===== src/rtl/erfb_consts.vh =====
`ifndef ERFB_CONSTS_VH
`define ERFB_CONSTS_VH

// Frame bytes
`define ERFB_START_DELIM     8'h7e
`define ERFB_TYPE_EXPLICIT   8'h91
`define ERFB_TYPE_STANDARD   8'h90
`define ERFB_UNUSED_HI       8'hff
`define ERFB_UNUSED_LO       8'hfe
`define ERFB_CSUM_BASE       8'hff

// Byte positions within the frame
`define ERFB_POS_DELIM       16'd0
`define ERFB_POS_LEN_HI      16'd1
`define ERFB_POS_LEN_LO      16'd2
`define ERFB_POS_TYPE        16'd3
`define ERFB_POS_ADDR_FIRST  16'd4
`define ERFB_POS_ADDR_LAST   16'd11
`define ERFB_POS_UNUSED_HI   16'd12
`define ERFB_POS_UNUSED_LO   16'd13
`define ERFB_POS_SRC_EP      16'd14
`define ERFB_POS_DST_EP      16'd15
`define ERFB_POS_CLUSTER_HI  16'd16
`define ERFB_POS_CLUSTER_LO  16'd17
`define ERFB_POS_PROFILE_HI  16'd18
`define ERFB_POS_PROFILE_LO  16'd19
`define ERFB_POS_OPTIONS_X   16'd20
`define ERFB_POS_OPTIONS_S   16'd14
`define ERFB_HDR_LEN_X       16'd21
`define ERFB_HDR_LEN_S       16'd15

// Receive option fields
`define ERFB_OPT_ACK_BIT     0
`define ERFB_OPT_BCAST_BIT   1
`define ERFB_OPT_METHOD_LSB  6
`define ERFB_METHOD_INVALID  2'b00
`define ERFB_VENDOR_EP_LO    8'hdc
`define ERFB_VENDOR_EP_HI    8'hee
`define ERFB_EXPLICIT_BIT    1

// Register map (byte addresses)
`define ERFB_REG_CTRL        4'h0
`define ERFB_REG_STATUS      4'h4
`define ERFB_REG_FRAMES      4'h8
`define ERFB_CTRL_RESET      8'h00
`define ERFB_ST_BUSY         0
`define ERFB_ST_OVERFLOW     1
`define ERFB_ST_BAD_METHOD   2
`define ERFB_ST_EXPLICIT     3
`define ERFB_RESP_OKAY       2'b00
`define ERFB_RESP_SLVERR     2'b10

`endif


===== src/rtl/erfb_framer.v =====
`timescale 1ns/10ps
`include "erfb_consts.vh"
module erfb_framer #(
  parameter DEPTH = 256,
  parameter AW    = 8
) (
  input  wire        clock,
  input  wire        rst,
  // Packet description from the radio side
  input  wire        rx_hdr_valid,
  output reg         rx_hdr_ready_ff,
  input  wire [63:0] rx_src_addr,
  input  wire [7:0]  rx_src_ep,
  input  wire [7:0]  rx_dst_ep,
  input  wire [15:0] rx_cluster,
  input  wire [15:0] rx_profile,
  input  wire        rx_acked,
  input  wire        rx_bcast,
  input  wire [1:0]  rx_method,
  // Payload bytes
  input  wire        rx_valid,
  output reg         rx_ready_ff,
  input  wire [7:0]  rx_data,
  input  wire        rx_last,
  // Serial byte stream to the host
  output wire        tx_valid,
  input  wire        tx_ready,
  output wire [7:0]  tx_data,
  output wire        tx_last,
  // AXI4-Lite slave
  input  wire [3:0]  s_axi_awaddr,
  input  wire        s_axi_awvalid,
  output reg         s_axi_awready,
  input  wire [31:0] s_axi_wdata,
  input  wire [3:0]  s_axi_wstrb,
  input  wire        s_axi_wvalid,
  output reg         s_axi_wready,
  output reg  [1:0]  s_axi_bresp,
  output reg         s_axi_bvalid,
  input  wire        s_axi_bready,
  input  wire [3:0]  s_axi_araddr,
  input  wire        s_axi_arvalid,
  output reg         s_axi_arready,
  output reg  [31:0] s_axi_rdata,
  output reg  [1:0]  s_axi_rresp,
  output reg         s_axi_rvalid,
  input  wire        s_axi_rready
);
  localparam ST_IDLE = 2'b00;
  localparam ST_CAPT = 2'b01;
  localparam ST_EMIT = 2'b10;

  reg  [1:0]    state_ff;
  reg  [7:0]    out_opts_ff;
  reg  [1:0]    framing_ff;
  reg           overflow_ff;
  reg           bad_method_ff;
  reg  [15:0]   frames_ff;
  reg           explicit_ff;
  reg  [63:0]   addr_ff;
  reg  [7:0]    src_ep_ff;
  reg  [7:0]    dst_ep_ff;
  reg  [15:0]   cluster_ff;
  reg  [15:0]   profile_ff;
  reg  [7:0]    opts_ff;
  reg  [15:0]   pay_cnt_ff;
  reg  [15:0]   pos_ff;
  reg  [15:0]   nxt_pos;
  reg  [7:0]    sum_ff;
  reg  [7:0]    hdr_byte;
  reg  [7:0]    out_byte;
  reg  [63:0]   addr_shift;
  reg           aw_held_ff;
  reg           w_held_ff;
  reg  [3:0]    awaddr_ff;
  reg  [31:0]   wdata_ff;
  reg  [3:0]    wstrb_ff;
  wire [7:0]    mem_rd_data;
  wire          buf_ready;
  wire [8:0]    buf_out;

  // In explicit frames, receive option meaning holds only inside the vendor endpoint range
  function in_vendor_range;
    input [7:0] ep;
    begin
      in_vendor_range = (ep >= `ERFB_VENDOR_EP_LO) && (ep <= `ERFB_VENDOR_EP_HI);
    end
  endfunction

  function [7:0] build_opts;
    input       acked;
    input       bcast;
    input [1:0] method;
    begin
      build_opts = 8'h00;
      build_opts[`ERFB_OPT_ACK_BIT] = acked;
      build_opts[`ERFB_OPT_BCAST_BIT] = bcast;
      build_opts[`ERFB_OPT_METHOD_LSB+1:`ERFB_OPT_METHOD_LSB] = method;
    end
  endfunction

  wire [15:0] hdr_len  = explicit_ff ? `ERFB_HDR_LEN_X : `ERFB_HDR_LEN_S;
  wire [15:0] frm_len  = pay_cnt_ff + hdr_len - `ERFB_POS_TYPE;
  wire [15:0] csum_pos = hdr_len + pay_cnt_ff;
  wire        in_pay   = (pos_ff >= hdr_len) && (pos_ff < csum_pos);
  wire        is_csum  = (pos_ff == csum_pos);
  wire        push     = (state_ff == ST_EMIT) && buf_ready;
  wire        hdr_take = rx_hdr_valid && rx_hdr_ready_ff;
  wire        pay_take = rx_valid && rx_ready_ff;
  wire        pay_room = (pay_cnt_ff < DEPTH);
  wire        wr_fire  = aw_held_ff && w_held_ff && !s_axi_bvalid;
  wire        ctrl_hit = (awaddr_ff == `ERFB_REG_CTRL);
  wire        stat_hit = (awaddr_ff == `ERFB_REG_STATUS);
  wire        explicit_sel = out_opts_ff[`ERFB_EXPLICIT_BIT] && (out_opts_ff > 8'h01);

  // Header byte selection, most significant byte first
  always @* begin
    addr_shift = addr_ff << {pos_ff[2:0] - 3'h4, 3'h0};
    case (pos_ff)
      `ERFB_POS_DELIM:      hdr_byte = `ERFB_START_DELIM;
      `ERFB_POS_LEN_HI:     hdr_byte = frm_len[15:8];
      `ERFB_POS_LEN_LO:     hdr_byte = frm_len[7:0];
      `ERFB_POS_TYPE:       hdr_byte = explicit_ff ? `ERFB_TYPE_EXPLICIT : `ERFB_TYPE_STANDARD;
      `ERFB_POS_UNUSED_HI:  hdr_byte = `ERFB_UNUSED_HI;
      `ERFB_POS_UNUSED_LO:  hdr_byte = `ERFB_UNUSED_LO;
      `ERFB_POS_SRC_EP:     hdr_byte = explicit_ff ? src_ep_ff : opts_ff;
      `ERFB_POS_DST_EP:     hdr_byte = dst_ep_ff;
      `ERFB_POS_CLUSTER_HI: hdr_byte = cluster_ff[15:8];
      `ERFB_POS_CLUSTER_LO: hdr_byte = cluster_ff[7:0];
      `ERFB_POS_PROFILE_HI: hdr_byte = profile_ff[15:8];
      `ERFB_POS_PROFILE_LO: hdr_byte = profile_ff[7:0];
      `ERFB_POS_OPTIONS_X:  hdr_byte = opts_ff;
      default:              hdr_byte = addr_shift[63:56];
    endcase
    if (is_csum) begin
      out_byte = `ERFB_CSUM_BASE - sum_ff;
    end else if (in_pay) begin
      out_byte = mem_rd_data;
    end else begin
      out_byte = hdr_byte;
    end
  end

  // Memory read address runs one step ahead so data meets pos_ff
  always @* begin
    nxt_pos = pos_ff;
    if (state_ff == ST_IDLE) begin
      nxt_pos = 16'h0000;
    end else if (push) begin
      nxt_pos = pos_ff + 16'h0001;
    end
  end
  wire [15:0] rd_idx = nxt_pos - hdr_len;

  always @(posedge clock or posedge rst) begin
    if (rst) begin
      state_ff        <= ST_IDLE;
      rx_hdr_ready_ff <= 1'b1;
      rx_ready_ff     <= 1'b0;
      explicit_ff     <= 1'b0;
      addr_ff         <= 64'h0;
      src_ep_ff       <= 8'h00;
      dst_ep_ff       <= 8'h00;
      cluster_ff      <= 16'h0000;
      profile_ff      <= 16'h0000;
      opts_ff         <= 8'h00;
      pay_cnt_ff      <= 16'h0000;
      pos_ff          <= 16'h0000;
      sum_ff          <= 8'h00;
      frames_ff       <= 16'h0000;
    end else begin
      pos_ff <= nxt_pos;
      case (state_ff)
        ST_IDLE: begin
          if (hdr_take) begin
            explicit_ff     <= explicit_sel;
            addr_ff         <= rx_src_addr;
            src_ep_ff       <= rx_src_ep;
            dst_ep_ff       <= rx_dst_ep;
            cluster_ff      <= rx_cluster;
            profile_ff      <= rx_profile;
            // In explicit frames, outside the vendor range the option bits carry no meaning and are zeroed
            opts_ff         <= (!explicit_sel || in_vendor_range(rx_dst_ep)) ?
                               build_opts(rx_acked, rx_bcast, rx_method) : 8'h00;
            pay_cnt_ff      <= 16'h0000;
            sum_ff          <= 8'h00;
            rx_hdr_ready_ff <= 1'b0;
            rx_ready_ff     <= 1'b1;
            state_ff        <= ST_CAPT;
          end
        end
        ST_CAPT: begin
          if (pay_take) begin
            // Bytes beyond the buffer depth are dropped
            if (pay_room) begin
              pay_cnt_ff <= pay_cnt_ff + 16'h0001;
            end
            if (rx_last) begin
              rx_ready_ff <= 1'b0;
              state_ff    <= ST_EMIT;
            end
          end
        end
        ST_EMIT: begin
          if (push) begin
            if (pos_ff >= `ERFB_POS_TYPE && !is_csum) begin
              sum_ff <= sum_ff + out_byte;
            end
            if (is_csum) begin
              frames_ff       <= frames_ff + 16'h0001;
              rx_hdr_ready_ff <= 1'b1;
              state_ff        <= ST_IDLE;
            end
          end
        end
        default: begin
          state_ff        <= ST_IDLE;
          rx_hdr_ready_ff <= 1'b1;
          rx_ready_ff     <= 1'b0;
        end
      endcase
    end
  end

  erfb_payload_mem #(
    .DEPTH (DEPTH),
    .AW    (AW)
  ) u_mem (
    .clock      (clock),
    .wr_en      (pay_take && pay_room && (state_ff == ST_CAPT)),
    .wr_addr    (pay_cnt_ff[AW-1:0]),
    .wr_data    (rx_data),
    .rd_addr    (rd_idx[AW-1:0]),
    .rd_data_ff (mem_rd_data)
  );

  // Host stall fills the buffer and holds the sequencer
  erfb_skid_buf #(
    .WIDTH (9)
  ) u_buf (
    .clock        (clock),
    .rst          (rst),
    .in_valid     (state_ff == ST_EMIT),
    .in_data      ({is_csum, out_byte}),
    .in_ready_ff  (buf_ready),
    .out_valid_ff (tx_valid),
    .out_data_ff  (buf_out),
    .out_ready    (tx_ready)
  );
  assign tx_data = buf_out[7:0];
  assign tx_last = buf_out[8];

  // Register write channel: address and data taken in either order
  always @(posedge clock or posedge rst) begin
    if (rst) begin
      s_axi_awready <= 1'b1;
      s_axi_wready  <= 1'b1;
      s_axi_bvalid  <= 1'b0;
      s_axi_bresp   <= `ERFB_RESP_OKAY;
      aw_held_ff    <= 1'b0;
      w_held_ff     <= 1'b0;
      awaddr_ff     <= 4'h0;
      wdata_ff      <= 32'h0;
      wstrb_ff      <= 4'h0;
    end else begin
      if (s_axi_awvalid && s_axi_awready) begin
        aw_held_ff    <= 1'b1;
        awaddr_ff     <= s_axi_awaddr;
        s_axi_awready <= 1'b0;
      end
      if (s_axi_wvalid && s_axi_wready) begin
        w_held_ff    <= 1'b1;
        wdata_ff     <= s_axi_wdata;
        wstrb_ff     <= s_axi_wstrb;
        s_axi_wready <= 1'b0;
      end
      if (wr_fire) begin
        aw_held_ff   <= 1'b0;
        w_held_ff    <= 1'b0;
        s_axi_bvalid <= 1'b1;
        s_axi_bresp  <= (ctrl_hit || stat_hit || awaddr_ff == `ERFB_REG_FRAMES) ?
                        `ERFB_RESP_OKAY : `ERFB_RESP_SLVERR;
      end
      if (s_axi_bvalid && s_axi_bready) begin
        s_axi_bvalid  <= 1'b0;
        s_axi_awready <= 1'b1;
        s_axi_wready  <= 1'b1;
      end
    end
  end

  // Control and sticky status; a new event wins over a clear
  always @(posedge clock or posedge rst) begin
    if (rst) begin
      out_opts_ff   <= `ERFB_CTRL_RESET;
      framing_ff    <= 2'b00;
      overflow_ff   <= 1'b0;
      bad_method_ff <= 1'b0;
    end else begin
      if (wr_fire && ctrl_hit && wstrb_ff[0]) begin
        out_opts_ff <= wdata_ff[7:0];
      end
      if (wr_fire && ctrl_hit && wstrb_ff[1]) begin
        framing_ff <= wdata_ff[9:8];
      end
      if (wr_fire && stat_hit && wstrb_ff[0] && wdata_ff[`ERFB_ST_OVERFLOW]) begin
        overflow_ff <= 1'b0;
      end
      if (wr_fire && stat_hit && wstrb_ff[0] && wdata_ff[`ERFB_ST_BAD_METHOD]) begin
        bad_method_ff <= 1'b0;
      end
      if (state_ff == ST_CAPT && pay_take && !pay_room) begin
        overflow_ff <= 1'b1;
      end
      if (hdr_take && rx_method == `ERFB_METHOD_INVALID) begin
        bad_method_ff <= 1'b1;
      end
    end
  end

  // Register read channel, answer one cycle after address
  always @(posedge clock or posedge rst) begin
    if (rst) begin
      s_axi_arready <= 1'b1;
      s_axi_rvalid  <= 1'b0;
      s_axi_rdata   <= 32'h0;
      s_axi_rresp   <= `ERFB_RESP_OKAY;
    end else begin
      if (s_axi_arvalid && s_axi_arready) begin
        s_axi_arready <= 1'b0;
        s_axi_rvalid  <= 1'b1;
        s_axi_rresp   <= `ERFB_RESP_OKAY;
        case (s_axi_araddr)
          `ERFB_REG_CTRL:   s_axi_rdata <= {22'h0, framing_ff, out_opts_ff};
          `ERFB_REG_STATUS: s_axi_rdata <= {28'h0, explicit_ff, bad_method_ff, overflow_ff,
                                            state_ff != ST_IDLE};
          `ERFB_REG_FRAMES: s_axi_rdata <= {16'h0, frames_ff};
          default: begin
            s_axi_rdata <= 32'h0;
            s_axi_rresp <= `ERFB_RESP_SLVERR;
          end
        endcase
      end
      if (s_axi_rvalid && s_axi_rready) begin
        s_axi_rvalid  <= 1'b0;
        s_axi_arready <= 1'b1;
      end
    end
  end
endmodule


===== src/rtl/erfb_payload_mem.v =====
`timescale 1ns/10ps
module erfb_payload_mem #(
  parameter DEPTH = 256,
  parameter AW    = 8
) (
  input  wire          clock,
  input  wire          wr_en,
  input  wire [AW-1:0] wr_addr,
  input  wire [7:0]    wr_data,
  input  wire [AW-1:0] rd_addr,
  output reg  [7:0]    rd_data_ff
);
  reg [7:0] mem [0:DEPTH-1];

  always @(posedge clock) begin
    if (wr_en) begin
      mem[wr_addr] <= wr_data;
    end
    rd_data_ff <= mem[rd_addr];
  end
endmodule


===== src/rtl/erfb_skid_buf.v =====
`timescale 1ns/10ps
// Two-entry buffer; head entry drives the outputs directly from flops
module erfb_skid_buf #(
  parameter WIDTH = 9
) (
  input  wire             clock,
  input  wire             rst,
  input  wire             in_valid,
  input  wire [WIDTH-1:0] in_data,
  output reg              in_ready_ff,
  output reg              out_valid_ff,
  output reg  [WIDTH-1:0] out_data_ff,
  input  wire             out_ready
);
  reg             spare_valid_ff;
  reg [WIDTH-1:0] spare_data_ff;
  wire            push = in_valid && in_ready_ff;
  wire            pop  = out_valid_ff && out_ready;

  always @(posedge clock or posedge rst) begin
    if (rst) begin
      out_valid_ff   <= 1'b0;
      out_data_ff    <= {WIDTH{1'b0}};
      spare_valid_ff <= 1'b0;
      spare_data_ff  <= {WIDTH{1'b0}};
      in_ready_ff    <= 1'b1;
    end else begin
      if (pop) begin
        if (spare_valid_ff) begin
          out_data_ff    <= spare_data_ff;
          spare_valid_ff <= push;
          spare_data_ff  <= in_data;
        end else begin
          out_valid_ff <= push;
          out_data_ff  <= in_data;
        end
      end else if (push) begin
        if (out_valid_ff) begin
          spare_valid_ff <= 1'b1;
          spare_data_ff  <= in_data;
        end else begin
          out_valid_ff <= 1'b1;
          out_data_ff  <= in_data;
        end
      end
      // Ready drops once both entries will be full
      in_ready_ff <= !((out_valid_ff || push) && (spare_valid_ff || (push && out_valid_ff && !pop))
                       && !(pop && !spare_valid_ff));
    end
  end
endmodule


===== config.mk =====
export PLATFORM = sky130hd
export DESIGN_NAME = erfb_framer
export DESIGN_NICKNAME = d
export VERILOG_FILES = /design/src/rtl/erfb_framer.v /design/src/rtl/erfb_payload_mem.v /design/src/rtl/erfb_skid_buf.v
export VERILOG_INCLUDE_DIRS = /design/src /design/src/rtl
export SDC_FILE = /design/constraint.sdc
export NUM_CORES = 2
export LEC_CHECK = 0
export BUFFER_PORTS_ARGS = -buffer_cell sky130_fd_sc_hd__buf_2
export CAP_MARGIN = 20
export CORE_MARGIN = 2
export CORE_UTILIZATION = 46
export CTS_BUF_LIST = sky130_fd_sc_hd__clkbuf_4 sky130_fd_sc_hd__clkbuf_8 sky130_fd_sc_hd__clkbuf_16
export CTS_CLUSTER_DIAMETER = 50
export DETAILED_ROUTE_END_ITERATION = 10
export PLACE_DENSITY = 0.69
export SYNTH_ARGS = -nofsm -noshare
export SYNTH_HDL_FRONTEND = slang
export SYNTH_HIERARCHICAL = 1
export SYNTH_SLANG_ARGS = --single-unit

===== constraint.sdc =====
create_clock -name clock -period 7.7 [get_ports clock]
set_clock_uncertainty 0.15 [all_clocks]
set_input_delay 1.54 -clock clock [delete_from_list [all_inputs] [get_ports clock]]
set_output_delay 1.54 -clock clock [all_outputs]
set_load 0.1 [all_outputs]

==> results.sh <==
export IMPL_dr_first_iter_drc_count=6247
export IMPL_htree_num_levels=4
export IMPL_hold_path_class="register to register"
export IMPL_p_leak_nw=35.0
export IMPL_worst_path_max_fanout=15
export IMPL_failed_checks="max-slew violations"
export IMPL_grtUsageTotal=0.216
export IMPL_cp_startpoint="pay_cnt_ff[1]"
export IMPL_synth_top_family_by_area="multiplexers"
export IMPL_drtPass1Iterations=6
export IMPL_setup_violations=0
export IMPL_design_die_area_um2=206000
export IMPL_r2r_end="sum_ff[7]"
export IMPL_synth_edf_count=2048
export IMPL_start_kind="register"
export IMPL_top_layer="met4"
export IMPL_status="finished, violations left"
export IMPL_pin_count=232
export IMPL_preCtsSetupSlack_ps=789
export IMPL_synth_simple_area_share=0.0542
export IMPL_critical_path_top_delay_family="compound AO/OA/AOI/OAI gates"
export IMPL_vias=49695
export IMPL_yosys_area_top_type_share=0.659
export IMPL_layout_nets=5603
export IMPL_synth_main_ff_cell="edfxtp_1"
export IMPL_crit_buf_inv=1
export IMPL_areaGrowthSynthToFinish_pct=11.7
export IMPL_dp_hpwl_mm=139
export IMPL_cts_hold_buffers=0
export IMPL_rsz0062_at_grt="no"
export IMPL_drc_errors=0
export IMPL_fp_dieH_um=454
export IMPL_yosysMostFrequentCell="edfxtp_1"
export IMPL_synth_common_cells="edfxtp_1, mux4_2, nand2_1"
export IMPL_hold_viol_final=0
export IMPL_clk_latency_ps=870
export IMPL_max_slew_margin=-0.00671
export IMPL_wl_met1_mm=89.8
export IMPL_avgViaCountPerCell=6.03
export IMPL_post_cts_resized=0
export IMPL_grt_pass1_vias=49323
export IMPL_crit_top_cell="ha_1"
export IMPL_synth_seq_cells=2307
export IMPL_syn_cell_area_um2=93300
export IMPL_drv_slew=16
export IMPL_rr_worst_depth=25
export IMPL_worst_pin_slew_ps=1510
export IMPL_antenna_found_initial=7
export IMPL_postRouteAntennaNets=0
export IMPL_max_cap_violations=0
export IMPL_synth_cell_type_count=115
export IMPL_synthTopCellsByArea="edfxtp_1, mux4_2, dfrtp_1, nand2_1, mux2i_1"
export IMPL_wl_per_cell_um=27.3
export IMPL_total_power_mw=45.7
export IMPL_cp_arrival_ps=7600
export IMPL_fin_setup_tns_ps=0
export IMPL_peakVddDrop_v=0.000832
export IMPL_die_w_um=454
export IMPL_cts_tree="done"
export IMPL_setup_ws_ps=731
export IMPL_dr_wl_met2_mm=107
export IMPL_synth_compound_area_frac=0.0473
export IMPL_drive_above_1_share=0.225
export IMPL_worstSetupPathDepth=25
export IMPL_period_share=0.905
export IMPL_yosysWarnings=6
export IMPL_routabilityCongestion=0.871
export IMPL_grt_pass1_wl_mm=329
export IMPL_post_cts_buffers=0
export IMPL_core_area_um2=202000
export IMPL_r2r_start="pay_cnt_ff[1]"
export IMPL_min_period_ps=6970
export IMPL_synth_xor_area_share=0.00621
export IMPL_required_ps=8340
export IMPL_totalWireLength_mm=225
export IMPL_synthMuxAreaShare=0.136
export IMPL_grt_max_degree=225
export IMPL_power_density_nw_per_um2=439
export IMPL_crit_path_end="sum_ff[7]"
export IMPL_clk_pin_slew_ps=60
export IMPL_numCtsBuffers=223
export IMPL_rows=165
export IMPL_hold_start="frames_ff[15]"
export IMPL_syn_inst=5176
export IMPL_avgSynthCellArea_um2=18.0
export IMPL_route_met3_wl_mm=20.5
export IMPL_initial_core_util=0.462
export IMPL_max_stage_delay_ps=650
export IMPL_io_buffers=189
export IMPL_synth_fa_ha_area_frac=0.00531
export IMPL_r2r_slack_ps=730
export IMPL_root_buffer="clkbuf_16"
export IMPL_overflow=0
export IMPL_fmax_mhz=143
export IMPL_crit_slowest_cell="dfrtp_1"
export IMPL_end_kind="register"
export IMPL_ys_async_sr_fraction=0.109
export IMPL_clock_sinks=2307
export IMPL_cts_max_path_buffers=3
export IMPL_worstSetupPathType="register to register"
export IMPL_yosysSeqAreaShare=0.728
export IMPL_synth_top_area_cell="edfxtp_1"
==> stage by stage <==
step	hold WS, ps	std cells	util	cell area (um2)
after floorplan	290	5193	-	93400
after global placement	303	7827	0.479	96800
after detailed placement	312	7831	0.480	96800
after CTS	327	8234	0.516	104000
after global routing	347	8238	0.516	104000
final	323	8242	0.516	104000
==> registers in the layout, indices dropped and copies added, names as in the netlist, 16 cells and up <==
register and cells:
u_mem/mem 2048, addr_ff 64, cluster_ff 16, frames_ff 16
pay_cnt_ff 16, pos_ff 16, profile_ff 16, s_axi_rdata 16
==> worst min-delay path by stage <==
stage	endpoint	slack, ps	cells after the start
5_1_grt	addr_ff[38]	350	2
4_1_cts	addr_ff[46]	330	2
3_5_place_dp	addr_ff[46]	310	2
2_1_floorplan	addr_ff[10]	290	2
6_report	frames_ff[15]	320	1
3_3_place_gp	addr_ff[41]	300	2
==> kinds of logic after synthesis <==
group	count (synthesis)
xor+xnor	61
flops	2307
compound gates	615
simple gates	1117
other cells	1
buf+inv	364
mux	673
fa+ha+maj	38
==> where the power goes <==
part	switching, mW	internal [mW]
Clock	4.67	6.13
Combinational	12.8	8.11
Sequential	0.199	13.8
Total	17.6	28.1
==> placed cells by master (no fill, tap or decap), types with 134 or more instances in the layout <==
| cell type | count |
|---|---|
| mux4_2 | 470 |
| buf_2 | 181 |
| a21oi_1 | 134 |
| nand2_1 | 457 |
| mux2i_1 | 156 |
| a22oi_1 | 149 |
| clkbuf_16 | 225 |
| nor2_1 | 334 |
| dfrtp_1 | 246 |
| edfxtp_1 | 2048 |
==> layer usage <==
metal,vias to the layer above,track usage
met3,399,0.0393
met1,25775,0.300
met4,0,0.0800
met5,-,0
met2,2453,0.343
li1,21068,-
==> layout make-up <==
| class | count | area [um2] |
|---|---|---|
| clock buffers | 276 | 6030 |
| flip-flops and latches | 2307 | 67900 |
| fillers | 15827 | 97700 |
| well taps | 2672 | 3340 |
| inverters | 42 | 176 |
| multi-input cells | 2522 | 23400 |
| clock inverters | 127 | 1260 |
| repair buffers | 292 | 1970 |
| diodes | 4 | 10.0 |
==> worst reg2reg max path, cell delays in order (launching register included) <==
cell and delay [ps]:
dfrtp_1 650, ha_1 380, a211oi_4 400, o21ai_2 190
nand2_1 110, xor2_1 370, ha_1 230, a21boi_0 230
o211ai_2 110, or3_4 410, nor3_2 240, nand2_2 100
o221ai_4 400, inv_1 180, a211o_1 260, a31oi_1 340
ha_1 330, a21oi_1 220, o21bai_1 90, a21oi_1 190
nor2b_1 80, o21ai_0 170, or2b_1 260, or3_2 400
or3_1 320, nand4_1 90
(Power assumes the default switching activity.)
